**src/scan_pkg.sv**
```systemverilog
/*
  Constants for the scan sequencer: channel count, field widths, averaging
  and compare encodings, threshold defaults and timing.
  Assumes a single 20 MHz system clock.
*/
package scan_pkg;
  localparam int NUM_CH = 16;
  localparam int CH_W = 4;
  localparam int RES_W = 16;
  localparam int ACQ_W = 16;
  localparam int AVG_W = 9;
  localparam int CLK_NS = 50;
  localparam logic [AVG_W-1:0] AVG_COUNT_RST = 9'h002;
  localparam logic [11:0] LOW_LIMIT_RST = 12'h200;
  localparam logic [11:0] HIGH_LIMIT_RST = 12'hE00;
  localparam logic [15:0] SIGNED_MAX = 16'h07FF;
  localparam logic [15:0] SIGNED_MIN = 16'hF800;
  localparam logic [15:0] UNSIGNED_MAX = 16'h0FFF;
  localparam logic [15:0] UNSIGNED_MIN = 16'h0000;

  typedef enum logic [1:0] {
    AVG_SEQ_SUM = 2'b00,
    AVG_SEQ_FIXED = 2'b01,
    AVG_INTERLEAVED = 2'b10
  } avg_mode_t;

  typedef enum logic [1:0] {
    CMP_BELOW = 2'b00,
    CMP_INSIDE = 2'b01,
    CMP_ABOVE = 2'b10,
    CMP_OUTSIDE = 2'b11
  } cmp_mode_t;

  typedef enum logic [2:0] {
    ST_IDLE = 3'b000,
    ST_SEEK = 3'b001,
    ST_ACQ = 3'b010,
    ST_CONV = 3'b011,
    ST_STORE = 3'b100
  } seq_state_t;
endpackage : scan_pkg

```
**src/result_mem.sv**
```systemverilog
/*
  Per-channel result store: one write port, registered read data.
  Assumes writes and reads come from the same clock domain.
*/
`timescale 1ns/1ps
module result_mem
  import scan_pkg::*;
(
  input wire logic clk_sys,
  input wire logic writeEn,
  input wire logic [CH_W-1:0] writeAddr,
  input wire logic [RES_W-1:0] writeData,
  input wire logic [CH_W-1:0] readAddr,
  output logic [RES_W-1:0] readData
);
  logic [RES_W-1:0] mem [NUM_CH];

  always_ff @(posedge clk_sys) begin
    if (writeEn) begin
      mem[writeAddr] <= writeData;
    end
    readData <= mem[readAddr];
  end
endmodule : result_mem

```
**src/scan_sequencer.sv**
```systemverilog
/*
  Scan sequencer for a successive-approximation converter: steps enabled
  channels, times acquisition, drives the converter core, averages,
  and raises range, saturation and end-of-scan events.
  Assumes the converter core shows its 12-bit code only in the cycle of
  convDone; all config inputs are synchronous to clk_sys.
*/
`timescale 1ns/1ps
module scan_sequencer
  import scan_pkg::*;
(
  input wire logic clk_sys,
  input wire logic arst_n,
  input wire logic scanStart,
  input wire logic continuous,
  input wire logic [CH_W-1:0] lastChannel,
  input wire logic [NUM_CH-1:0] chanEnable,
  input wire logic [NUM_CH-1:0] chanAltRes,
  input wire logic [NUM_CH-1:0] chanDiff,
  input wire logic [NUM_CH-1:0] chanAvg,
  input wire logic [NUM_CH-1:0] limitIrqEn,
  input wire logic [NUM_CH-1:0] satIrqEn,
  input wire logic [NUM_CH*ACQ_W-1:0] acqTimeNs,
  input wire logic alternate_resolution_select,
  input wire logic [AVG_W-1:0] avgCount,
  input wire logic avgCountLoad,
  input wire logic [1:0] avgMode,
  input wire logic diffSigned,
  input wire logic seSigned,
  input wire logic [1:0] cmpMode,
  input wire logic [RES_W-1:0] lowLimitIn,
  input wire logic [RES_W-1:0] highLimitIn,
  input wire logic limitLoad,
  input wire logic convDone,
  input wire logic [11:0] convCode,
  input wire logic [CH_W-1:0] readChannel,
  output logic convStart,
  output logic [CH_W-1:0] muxChannel,
  output logic muxDiff,
  output logic sampling,
  output logic [1:0] convBits,
  output logic busy,
  output logic endOfScan,
  output logic rangeEvent,
  output logic satEvent,
  output logic [CH_W-1:0] eventChannel,
  output logic [NUM_CH-1:0] chanValid,
  output logic [RES_W-1:0] readResult
);
  seq_state_t state;
  logic [CH_W-1:0] chan;
  logic [ACQ_W-1:0] acqCnt;
  logic [AVG_W-1:0] sampleCnt;
  logic [AVG_W-1:0] avgCountReg;
  logic [RES_W-1:0] lowLimit;
  logic [RES_W-1:0] highLimit;
  logic [31:0] accum;
  logic [NUM_CH*AVG_W-1:0] scanCount;
  logic [NUM_CH*RES_W-1:0] interAcc;
  logic memWrite;
  logic [RES_W-1:0] memData;
  logic holdRun;
  logic [11:0] codeReg;

  // Lowest enabled channel at or above a starting index, up to the last
  function automatic logic [CH_W:0] next_enabled(
    input logic [NUM_CH-1:0] en,
    input logic [CH_W-1:0] from,
    input logic [CH_W-1:0] last
  );
    logic [CH_W:0] found;
    found = {1'b1, {CH_W{1'b0}}};
    for (int i = NUM_CH - 1; i >= 0; i--) begin
      if (i >= from && i <= last && en[i]) begin
        found = {1'b0, CH_W'(i)};
      end
    end
    return found;
  endfunction : next_enabled

  // Acquisition time in ns to clock cycles, rounded up, never zero
  function automatic logic [ACQ_W-1:0] acq_cycles(input logic [ACQ_W-1:0] ns);
    logic [ACQ_W:0] cyc;
    cyc = (ACQ_W+1)'((32'(ns) + CLK_NS - 1) / CLK_NS);
    if (cyc == '0) begin
      cyc = (ACQ_W+1)'(1);
    end
    return cyc[ACQ_W-1:0];
  endfunction : acq_cycles

  wire anyNative = |(chanEnable & ~chanAltRes);
  wire chanAltNow = chanAltRes[chan];
  // Averaging only when the channel runs at the highest resolution in use
  wire avgAllowed = chanAvg[chan] && (!chanAltNow || !anyNative);
  wire interMode = avgMode == AVG_INTERLEAVED;
  wire seqAvg = avgAllowed && !interMode;
  wire interAvg = avgAllowed && interMode;
  wire [CH_W:0] firstHit = next_enabled(chanEnable, '0, lastChannel);
  wire [CH_W:0] nextHit = next_enabled(chanEnable, chan + 1'b1, lastChannel);
  wire lastOfScan = nextHit[CH_W] || chan == lastChannel;
  wire [ACQ_W-1:0] acqTarget = acq_cycles(acqTimeNs[chan*ACQ_W +: ACQ_W]);
  wire [AVG_W-1:0] chanScans = scanCount[chan*AVG_W +: AVG_W];
  wire [RES_W-1:0] chanInter = interAcc[chan*RES_W +: RES_W];
  wire isSigned = chanDiff[chan] ? diffSigned : seSigned;

  // Native or alternate code width, right-justified
  wire [3:0] resBits = !chanAltNow ? 4'hC
                     : (alternate_resolution_select ? 4'hA : 4'h8);
  wire [11:0] rawCode = codeReg >> (4'hC - resBits);
  wire [11:0] signBit = 12'h001 << (resBits - 4'h1);
  // Signed: flip top bit then sign-extend over 16 bits
  wire [11:0] flipped = rawCode ^ signBit;
  wire [RES_W-1:0] sampleVal = isSigned
    ? RES_W'($signed(flipped << (4'hC - resBits)) >>> (4'hC - resBits))
    : RES_W'(rawCode);

  // Shift to fit the total into the target width
  function automatic logic [4:0] log2_ceil(input logic [AVG_W-1:0] n);
    logic [4:0] r;
    r = '0;
    for (int b = 0; b < AVG_W; b++) begin
      if ((32'd1 << b) < 32'(n)) begin
        r = 5'(b + 1);
      end
    end
    return r;
  endfunction : log2_ceil

  wire [4:0] avgShift = log2_ceil(avgCountReg);
  wire [4:0] sumShift = avgShift > 5'd4 ? avgShift - 5'd4 : 5'd0;
  wire [31:0] seqSum = accum + 32'($signed(sampleVal));
  wire [RES_W-1:0] seqResult = (avgMode == AVG_SEQ_SUM)
    ? RES_W'($signed(seqSum) >>> sumShift)
    : RES_W'($signed(seqSum) >>> avgShift);
  // Interleaved: raw running sum, wrap allowed and unflagged
  wire [RES_W-1:0] interNext = (chanScans == '0 ? '0 : chanInter)
                             + sampleVal;
  wire lastSample = sampleCnt + 1'b1 >= avgCountReg;
  wire interDone = chanScans + 1'b1 >= avgCountReg;
  wire [RES_W-1:0] finalVal = seqAvg ? seqResult
                            : (interAvg ? interNext : sampleVal);

  // Saturation extremes for the channel's width and format
  wire [RES_W-1:0] satMax = isSigned ? (SIGNED_MAX >> (4'hC - resBits))
                                     : (UNSIGNED_MAX >> (4'hC - resBits));
  wire [RES_W-1:0] satMin = isSigned
    ? RES_W'($signed(SIGNED_MIN) >>> (4'hC - resBits)) : UNSIGNED_MIN;
  wire isSat = sampleVal == satMax || sampleVal == satMin;

  // Compare the final value; signed formats compare signed
  wire belowLow = isSigned ? $signed(finalVal) < $signed(lowLimit)
                           : finalVal < lowLimit;
  wire atHigh = isSigned ? $signed(finalVal) >= $signed(highLimit)
                         : finalVal >= highLimit;
  wire inRange = (cmpMode == CMP_BELOW) ? belowLow
               : (cmpMode == CMP_INSIDE) ? (!belowLow && !atHigh)
               : (cmpMode == CMP_ABOVE) ? atHigh
               : (belowLow || atHigh);

  wire finishing = state == ST_STORE && !(seqAvg && !lastSample);
  wire storeValid = finishing && (!interAvg || interDone);

  always_ff @(posedge clk_sys or negedge arst_n) begin
    if (!arst_n) begin
      avgCountReg <= AVG_COUNT_RST;
      lowLimit <= RES_W'(LOW_LIMIT_RST);
      highLimit <= RES_W'(HIGH_LIMIT_RST);
    end else begin
      if (avgCountLoad) begin
        avgCountReg <= (avgCount == '0) ? AVG_W'(1) : avgCount;
      end
      if (limitLoad) begin
        lowLimit <= lowLimitIn;
        highLimit <= highLimitIn;
      end
    end
  end

  always_ff @(posedge clk_sys or negedge arst_n) begin
    if (!arst_n) begin
      state <= ST_IDLE;
      chan <= '0;
      acqCnt <= '0;
      sampleCnt <= '0;
      accum <= '0;
      holdRun <= 1'b0;
      codeReg <= '0;
    end else begin
      case (state)
        ST_IDLE: begin
          if (scanStart || holdRun) begin
            holdRun <= continuous;
            state <= ST_SEEK;
          end
        end
        ST_SEEK: begin
          if (firstHit[CH_W]) begin
            state <= ST_IDLE;
          end else begin
            chan <= firstHit[CH_W-1:0];
            acqCnt <= '0;
            sampleCnt <= '0;
            accum <= '0;
            state <= ST_ACQ;
          end
        end
        ST_ACQ: begin
          acqCnt <= acqCnt + 1'b1;
          if (acqCnt + 1'b1 >= acqTarget) begin
            state <= ST_CONV;
          end
        end
        ST_CONV: begin
          if (convDone) begin
            // Core code is only valid alongside convDone
            codeReg <= convCode;
            state <= ST_STORE;
          end
        end
        ST_STORE: begin
          acqCnt <= '0;
          if (seqAvg && !lastSample) begin
            accum <= seqSum;
            sampleCnt <= sampleCnt + 1'b1;
            state <= ST_ACQ;
          end else if (lastOfScan) begin
            holdRun <= holdRun && continuous;
            state <= ST_IDLE;
          end else begin
            chan <= nextHit[CH_W-1:0];
            sampleCnt <= '0;
            accum <= '0;
            state <= ST_ACQ;
          end
        end
        default: state <= ST_IDLE;
      endcase
    end
  end

  // Per-channel interleaved scan counters and running sums
  for (genvar g = 0; g < NUM_CH; g++) begin : g_chan
    always_ff @(posedge clk_sys or negedge arst_n) begin
      if (!arst_n) begin
        scanCount[g*AVG_W +: AVG_W] <= '0;
        interAcc[g*RES_W +: RES_W] <= '0;
        chanValid[g] <= 1'b0;
      end else if (finishing && chan == CH_W'(g)) begin
        if (interAvg) begin
          interAcc[g*RES_W +: RES_W] <= interNext;
          scanCount[g*AVG_W +: AVG_W] <= interDone ? '0 : chanScans + 1'b1;
        end
        chanValid[g] <= storeValid;
      end
    end
  end

  assign memWrite = storeValid;
  assign memData = finalVal;

  result_mem u_mem (
    .clk_sys(clk_sys),
    .writeEn(memWrite),
    .writeAddr(chan),
    .writeData(memData),
    .readAddr(readChannel),
    .readData(readResult)
  );

  always_ff @(posedge clk_sys or negedge arst_n) begin
    if (!arst_n) begin
      endOfScan <= 1'b0;
      rangeEvent <= 1'b0;
      satEvent <= 1'b0;
      eventChannel <= '0;
      convStart <= 1'b0;
    end else begin
      endOfScan <= finishing && lastOfScan;
      rangeEvent <= storeValid && limitIrqEn[chan] && inRange;
      satEvent <= finishing && satIrqEn[chan] && isSat;
      if (finishing) begin
        eventChannel <= chan;
      end
      convStart <= state == ST_ACQ && acqCnt + 1'b1 >= acqTarget;
    end
  end

  assign muxChannel = chan;
  assign muxDiff = chanDiff[chan];
  assign sampling = state == ST_ACQ;
  assign convBits = !chanAltNow ? 2'h2
                  : (alternate_resolution_select ? 2'h1 : 2'h0);
  assign busy = state != ST_IDLE;

  a_acq_before_conv: assert property (
    @(posedge clk_sys) disable iff (!arst_n)
    $rose(state == ST_CONV) |-> $past(acqCnt) + 1'b1 >= $past(acqTarget))
    else $error("conversion began before acquisition time");
  a_eos_pulse: assert property (
    @(posedge clk_sys) disable iff (!arst_n)
    endOfScan |-> $past(state) == ST_STORE ##1 !endOfScan)
    else $error("end of scan not a single pulse");
  a_skip_disabled: assert property (
    @(posedge clk_sys) disable iff (!arst_n)
    state == ST_ACQ |-> chanEnable[chan] && chan <= lastChannel)
    else $error("disabled channel acquired");
  a_avg_default: assert property (
    @(posedge clk_sys) disable iff (!arst_n)
    !$past(avgCountLoad) && $past(arst_n) |-> $stable(avgCountReg))
    else $error("averaging count changed without load");
  a_range_masked: assert property (
    @(posedge clk_sys) disable iff (!arst_n)
    rangeEvent |-> limitIrqEn[eventChannel])
    else $error("range event on a masked channel");
  a_sat_masked: assert property (
    @(posedge clk_sys) disable iff (!arst_n)
    satEvent |-> satIrqEn[eventChannel])
    else $error("saturation event on a masked channel");
  a_seq_stays: assert property (
    @(posedge clk_sys) disable iff (!arst_n)
    state == ST_STORE && seqAvg && !lastSample
      |=> state == ST_ACQ && $stable(chan))
    else $error("sequencer left an averaged channel early");
  a_inter_valid: assert property (
    @(posedge clk_sys) disable iff (!arst_n)
    finishing && interAvg && !interDone |=> !chanValid[$past(chan)])
    else $error("interleaved channel valid before count reached");
endmodule : scan_sequencer
```
**config.mk**
```make
export PLATFORM = sky130hd
export DESIGN_NAME = scan_sequencer
export DESIGN_NICKNAME = d
export VERILOG_FILES = /design/src/scan_pkg.sv /design/src/result_mem.sv /design/src/scan_sequencer.sv
export SDC_FILE = /design/constraint.sdc
export NUM_CORES = 2
export LEC_CHECK = 0
export ABC_AREA = 1
export BUFFER_PORTS_ARGS = -buffer_cell sky130_fd_sc_hd__buf_2
export CAP_MARGIN = 20
export CORE_AREA = 2 2 342 344
export CTS_BUF_LIST = sky130_fd_sc_hd__clkbuf_2
export CTS_CLUSTER_SIZE = 25
export DETAILED_ROUTE_END_ITERATION = 16
export DIE_AREA = 0 0 344 346
export SYNTH_ARGS = -nofsm -noshare
export SYNTH_HDL_FRONTEND = slang
export SYNTH_SLANG_ARGS = --single-unit
```
**constraint.sdc**
```tcl
create_clock -name clk_sys -period 12.07 [get_ports clk_sys]
set_input_delay 0 -clock clk_sys [delete_from_list [all_inputs] [get_ports clk_sys]]
set_output_delay 0 -clock clk_sys [all_outputs]
set_load 0.1 [all_outputs]
```
* Word level (Yosys, flattened, before mapping)
Memories as Yosys holds them, arrays and structs flattened. A register that Yosys moved wholly into a read port is not among the register bits.
Cells that the tools add are included.
** Storage, ports and cells
- Register bits after elaboration :: 542
- Memory bits (writable) :: 256
- Input port bits :: 427
- Word-level logic and storage cells :: 393
- Memories :: 1
** Memory list
- u_mem.mem :: depth 16, bits a word 16, read ports 1, clocked after Yosys merged registers in 1, wr ports 1, RTL line result_mem.sv:16 : logic [RES_W-1:0] mem [NUM_CH];
** Cells by class
- $add $sub $neg :: 11
- $mul :: 1
- Div/mod/pow operators :: 1
- Order comparisons :: 48
- Equal/unequal tests :: 33
- Shift operators :: 12
- Muxes and demuxes :: 98
- Bitwise logic cells :: 3
- Reduce and logical (&&, ||, !) cells :: 122
** Operators by type and width (number)
- $shiftx A256 B9 Y16 :: 2
- $mux W5 :: 36
- $mux W16 :: 9
- $shiftx A144 B9 Y9 :: 1
- $mux W32 :: 3
- $logic_and A1 B1 Y1 :: 74
- $pmux W32 S2 :: 1
- $sshr A32 B5 Y16 :: 2
- $ge A16 B16 Y1 :: 3
- $pmux W16 S3 :: 1
- $mux W9 :: 5
- $reduce_and A2 Y1 :: 18
- $add A32 B32 Y32 :: 1
- $div A32 B6 Y32 const B :: 1
- $eq A16 B16 Y1 :: 2
- $eq A4 B4 Y1 const B :: 8
- $le A4 B4 Y1 const A :: 8
- $lt A16 B16 Y1 :: 2
- $ge A4 B4 Y1 const A :: 7
- $bmux W1 S4 :: 5
- $add A9 B1 Y9 const B :: 2
- $ge A9 B9 Y1 :: 2
- $logic_not A9 Y1 :: 2
- $mux W1 :: 18
- other kinds (66) :: 116

* Logic depth before layout (Yosys ltp)
- Word-level depth :: 23
- Gate-level depth with buffers :: 92
- Mapped depth without buffers :: 90

* Cells and area by module
Synthesis repeated with hierarchy kept, for this count alone.
** Unflattened totals
- Cells, all modules :: 6359
- Area, all modules :: 47006.3 sq um
** By module, submodules not included
- scan_sequencer :: times used 1, cells an instance 5285, area an instance 35625.4 sq um, seq. area each 13444.1 sq um
- result_mem :: times used 1, cells an instance 1074, area an instance 11380.9 sq um, seq. area each 8007.7 sq um

* Worst setup path before layout
Ideal clock, no wire load.
- Path kind :: flip-flop to flip-flop
- Start :: reg chan[0] (netlist: muxChannel[0])
- End :: reg rangeEvent
- Arrival :: 9830 ps
- Data required time :: 11969 ps
- Path slack :: 2139 ps
- Stages on the path, launching flop included :: 51
- Buffers on the path :: 6
- Cells stage by stage :: dfrtp_1 buf_6 inv_4 buf_4 buf_4 buf_2 clkbuf_1 o21ai_0 o22ai_1 nand2_1 nand4_1 inv_1 clkbuf_1 nor2_1 a221oi_1 ha_1 inv_1 fa_1 [... 15 more ...] o21ai_0 xor2_1 inv_1 o21ai_0 o21ai_0 o21ai_0 nand2_1 a31oi_1 ha_1 a21o_1 a31oi_1 o211ai_1 o21ai_0 inv_1 a2111oi_0 a21o_1 a21oi_1 nor4_1
** On the way
- Word-level cells in the longest chain between the ends :: 20
- Elaborated cells on any way between the ends :: 58
- Those cells by class :: add/sub: 5; mul: 1; order compare: 5; shift: 8; mux: 20; bitwise: 1; reduce/logical: 18
** RTL lines
- start, declared :: RTL line scan_sequencer.sv:51 : logic [CH_W-1:0] chan;
- start signal, assigned :: RTL line scan_sequencer.sv:200 : chan <= firstHit[CH_W-1:0];
- start signal, assigned :: RTL line scan_sequencer.sv:230 : chan <= nextHit[CH_W-1:0];
- $bmux W1 S4 :: RTL line scan_sequencer.sv:92 : wire chanAltNow = chanAltRes[chan];
- $mux W1 (implied by the code) :: RTL line scan_sequencer.sv:92
- $mux W3 :: RTL line scan_sequencer.sv:107 : wire [3:0] resBits = !chanAltNow ? 4'hC
- $sub A4 B4 Y4 / $sub A4 B1 Y4 (equally long branches) :: RTL line scan_sequencer.sv:109, scan_sequencer.sv:114, scan_sequencer.sv:110
- $shr A12 B4 Y12 / $shl A1 B4 Y12 (equally long branches) :: RTL line scan_sequencer.sv:109, scan_sequencer.sv:110
- $xor A12 B12 Y12 :: RTL line scan_sequencer.sv:112 : wire [11:0] flipped = rawCode ^ signBit;
- $shl A12 B4 Y12 :: RTL line scan_sequencer.sv:114 : ? RES_W'($signed(flipped << (4'hC - resBits)) >>> (4'hC - resBits))
- $sshr A12 B4 Y16 :: RTL line scan_sequencer.sv:114
- [... 5 more ...]
- named net finalVal[13] :: RTL line scan_sequencer.sv:140 : wire [RES_W-1:0] finalVal = seqAvg ? seqResult
- $lt A16 B16 Y1, or another cell as far along :: RTL line scan_sequencer.sv:152 : : finalVal < lowLimit;
- $mux W1, on equally long branches :: RTL line scan_sequencer.sv:151, scan_sequencer.sv:153
- $logic_or A1 B1 Y1 / $logic_not A1 Y1 (equally long branches) :: RTL line scan_sequencer.sv:158, scan_sequencer.sv:156
- $mux W1 / $logic_and A1 B1 Y1 (equally long branches) :: RTL line scan_sequencer.sv:157, scan_sequencer.sv:156
- $mux W1 :: RTL line scan_sequencer.sv:156 : : (cmpMode == CMP_INSIDE) ? (!belowLow && !atHigh)
- $mux W1 * :: RTL line scan_sequencer.sv:155 : wire inRange = (cmpMode == CMP_BELOW) ? belowLow
- $logic_and A1 B1 Y1 * :: RTL line scan_sequencer.sv:279 : rangeEvent <= storeValid && limitIrqEn[chan] && inRange;
- end signal, assigned :: RTL line scan_sequencer.sv:279
- end, declared :: RTL line scan_sequencer.sv:44 : output logic rangeEvent,
Mark *: on every way through the listed nets, which the timed path passes. The rest lies on a longest branch. The select of a mux whose other input is x is not followed.
A chain may end at the register's enable or synchronous reset.

* Final worst setup path
- Start :: reg chan[3] (netlist: muxChannel[3])
- End :: reg rangeEvent
The elaborated chain is that of the path after synthesis.

==> results by group <==
Synthesis
  – Yosys top cell area share: 29.0%
  – Syn. warnings: 0
  – Mux cell area share after synthesis: 1.47%
  – Netlist cell types: 64
  – Post-synthesis sequential area ratio: 46.8%
  – Adder-Cell Fraction of Synth Area: 3.15%
  – Synthesized area: 45700 µm²
  – FFs w/ async S/R, synth: 66.3%
  – Area leader, netlist: dfrtp_1
  – Compound-gate portion of the synthesized area: 16.9%
  – Number of flops mapped to enable cells by yosys: 256
  – Synth Area in XOR/XNOR: 1.36%
  – Mapped Avg Cell Area: 7.71 µm²
  – Synth Area in Simple Gates: 21.1%
  – FF+latch count, synth: 807
  – Ranking of synthesized cells by area: dfrtp_1, edfxtp_1, nand2_1
  – Largest family of logic cells by synthesized area: simple AND/OR/NAND/NOR gates
  – Syn Nets: 6467
  – Post-Synthesis Cells: 5926
  – Synth Flop Type: dfrtp_1

Route
  – Iteration-0 DRC Markers: 4494
  – Remaining DRCs: 0
  – Vias post-DR: 44687
  – Vias per Instance: 5.28
  – Final wirelength: 167 mm
  – DR WL/cell: 19.8 µm
  – First-pass DRT Iterations: 7
  – Detail Route Antenna Nets: 0

Worst setup path
  – Crit path max fanout: 21
  – CP Data Arrival Time: 12.60 ns
  – Worst Setup End Kind: flip-flop
  – CP most frequent cell: nand2_1
  – Startpoint Class: flip-flop
  – Buf/Inv on CP: 9
  – Critical-path top delay cell: dfrtp_1
  – Largest delay share family, worst path: simple AND/OR/NAND/NOR gates
  – CP startpoint: muxChannel[3]$_DFFE_PN0P_
  – Crit Path Category: reg2reg
  – Critical R2R Launch: muxChannel[3]$_DFFE_PN0P_
  – CP max stage delay: 0.71 ns
  – WP data required: 13.45 ns
  – Reg2Reg Setup Slack: 0.84 ns

Timing
  – Max Slew Vio Count: 0
  – Final Hold Viols: 0
  – Fin Setup TNS: 0 ns
  – Fmax: 0.0891 GHz
  – Worst clock skew: 0.155 ns
  – RSZ-0062 raised after global routing: no
  – Slew headroom: 24.8%
  – Minimum clock period: 11.23 ns
  – Period Utilization, post-route: 93.0%
  – Setup violators final: 0
  – Slew @ Worst Pin: 1.12 ns

Final layout
  – Design area: 55500 µm²
  – Commonest non-fill, non-tap cell in the layout: nand2_1
  – Fill cell count: 11434
  – Most frequent cells in the layout: nand2_1, o21ai_0, inv_1, dfrtp_1, buf_2
  – Area grow syn2layout: 21.5%
  – Nets: 7301
  – Share of layout cells above drive strength 1: 15.2%

GRT
  – Grt total ovfl: 0
  – Pin count of the biggest net entering global routing: 210
  – Vias in the first global route: 42682
  – First-pass GRT wire length: 249 mm
  – Gr usage total: 27.0%
  – Initial antenna violation count: 14

Die
  – Core area: 115000 µm²
  – Row Count: 125
  – Top-Level Pins: 476
  – Die height: 346 µm
  – Die ar.: 119000 µm²
  – Die Wd: 344 µm
  – Initial core utilization: 39.6%

Clocking
  – CTS Sinks: 807
  – H-tree levels: 4
  – Root Driver: clkbuf_2
  – Inserted Clock Buffers: 210
  – Clk_lat worst skew: 1.53 ns
  – Clk buf depth: 3
  – CTS tree: done
  – Clock slew at reported path FFs: 0.13 ns

Place
  – Placed inst area: 49600 µm²
  – GPL Wtd Cong: 0.920
  – # port buffers: 475
  – Hpwl dp: 102 mm

Worst hold path
  – Worst hold start: convDone
  – Hold crit path type: in2reg

Outcome
  – Status: finished, final reports clean

Flow run
  – Max-cap violation count: 0
worst reg2reg max path, delay by kind of cell (launching register included):
| kind | cells | cell delay, ns |
|---|---|---|
| AO/OA/AOI/OAI | 13 | 2.71 |
| AND/OR/NAND/NOR | 21 | 3.69 |
| adder cells (fa/ha/maj) | 2 | 0.69 |
| flip-flops | 1 | 0.71 |
| buffers and inverters | 9 | 3.17 |
| XOR/XNOR | 1 | 0.19 |
repair_timing:
| action | CTS | global route |
|---|---|---|
| resized for setup | 0 | 12 |
| hold endpoints to repair | 946 | 0 |
| endpoints found under the setup margin | 0 | 4 |
| setup buffers | 0 | 11 |
| hold buffers | 354 | 0 |
layer usage:
layer | routed length [µm] | GRT usage, %
met1 | 73100 | 37.5
met2 | 75200 | 42.4
met5 | 43 | 0.0817
met4 | 4660 | 9.47
met3 | 14000 | 4.53
stage by stage:
stage | setup slack, ns | utilization [%] | hold WS, ns | cells
global placement | 1.67 | 42.9 | 0.0724 | 7694
global route | 0.0244 | 48.1 | 0.125 | 8457
detailed placement | 1.49 | 43.0 | 0.0763 | 7697
floorplan | 2.14 | - | -0.296 | 5926
CTS | 0.0736 | 47.7 | 0.0102 | 8425
finish | 0.843 | 48.1 | 0.224 | 8457
worst paths after layout:
path	to	cells past startpoint
max in group asynchronous	scanCount[90]$_DFFE_PN0P_	9
min reg2reg	scanCount[107]$_DFFE_PN0P_	2
max reg2reg	rangeEvent$_DFF_PN0_	46
min in group asynchronous	chanValid[9]$_DFFE_PN0P_	6
max	rangeEvent$_DFF_PN0_	46
min	state[2]$_DFFE_PN0P_	4
cells in the mapped netlist, types with 6 or more instances:
cell type and count:
nand2_1 1663, o21ai_0 729, inv_1 717, dfrtp_1 530, a21oi_1 411, nor2_1 342
edfxtp_1 256, clkbuf_1 244, nand3_1 191, ha_1 112, o211ai_1 93, mux2i_1 66
xor2_1 57, o22ai_1 50, nand4_1 48, o21ai_1 39, inv_2 31, nand2_2 31
buf_1 30, buf_2 30, nor3_1 25, dfxtp_1 16, xnor2_1 14, a22o_1 12
buf_4 12, nand2_4 12, o221ai_1 12, nor4_1 11, clkinv_1 10, a21o_1 8
buf_6 8, a22oi_1 7, a31oi_1 7, a32o_1 7, nand4_2 7, o21a_1 7
a211oi_1 6, nor2_2 6, o21bai_1 6
cells by family (layout without fill, tap and decap cells):
group | Yosys count | count (layout)
adders and majority gates | 114 | 114
other | 0 | 11
buffers and inverters | 1084 | 2080
AOI/OAI and AO/OA | 1421 | 1421
muxes | 67 | 67
xor gates and xnor gates | 71 | 71
DFF | 807 | 807
and+or+nand+nor | 2362 | 2362
registers in the layout (all words and copies together), names as in the netlist, 25 cells and up:
register	cells
interAcc	256
u_mem.mem	256
scanCount	144
accum	25
final cells by class:
class / instances / area [µm²] / area share, %
antenna: 11 / 27.5 / 0.0496
clock buffer: 297 / 1490 / 2.68
clock inverter: 77 / 443 / 0.798
inverter: 760 / 2900 / 5.22
multi-input combinational: 4035 / 20200 / 36.5
sequential: 807 / 21400 / 38.6
tap: 1524 / 1910 / 3.43
timing repair buffer: 945 / 7100 / 12.8
timing repair inverter: 1 / 11.3 / 0.0203
Power is not shown: default switching activity piles up to over one toggle a cycle in this logic, so the estimate is an artifact.
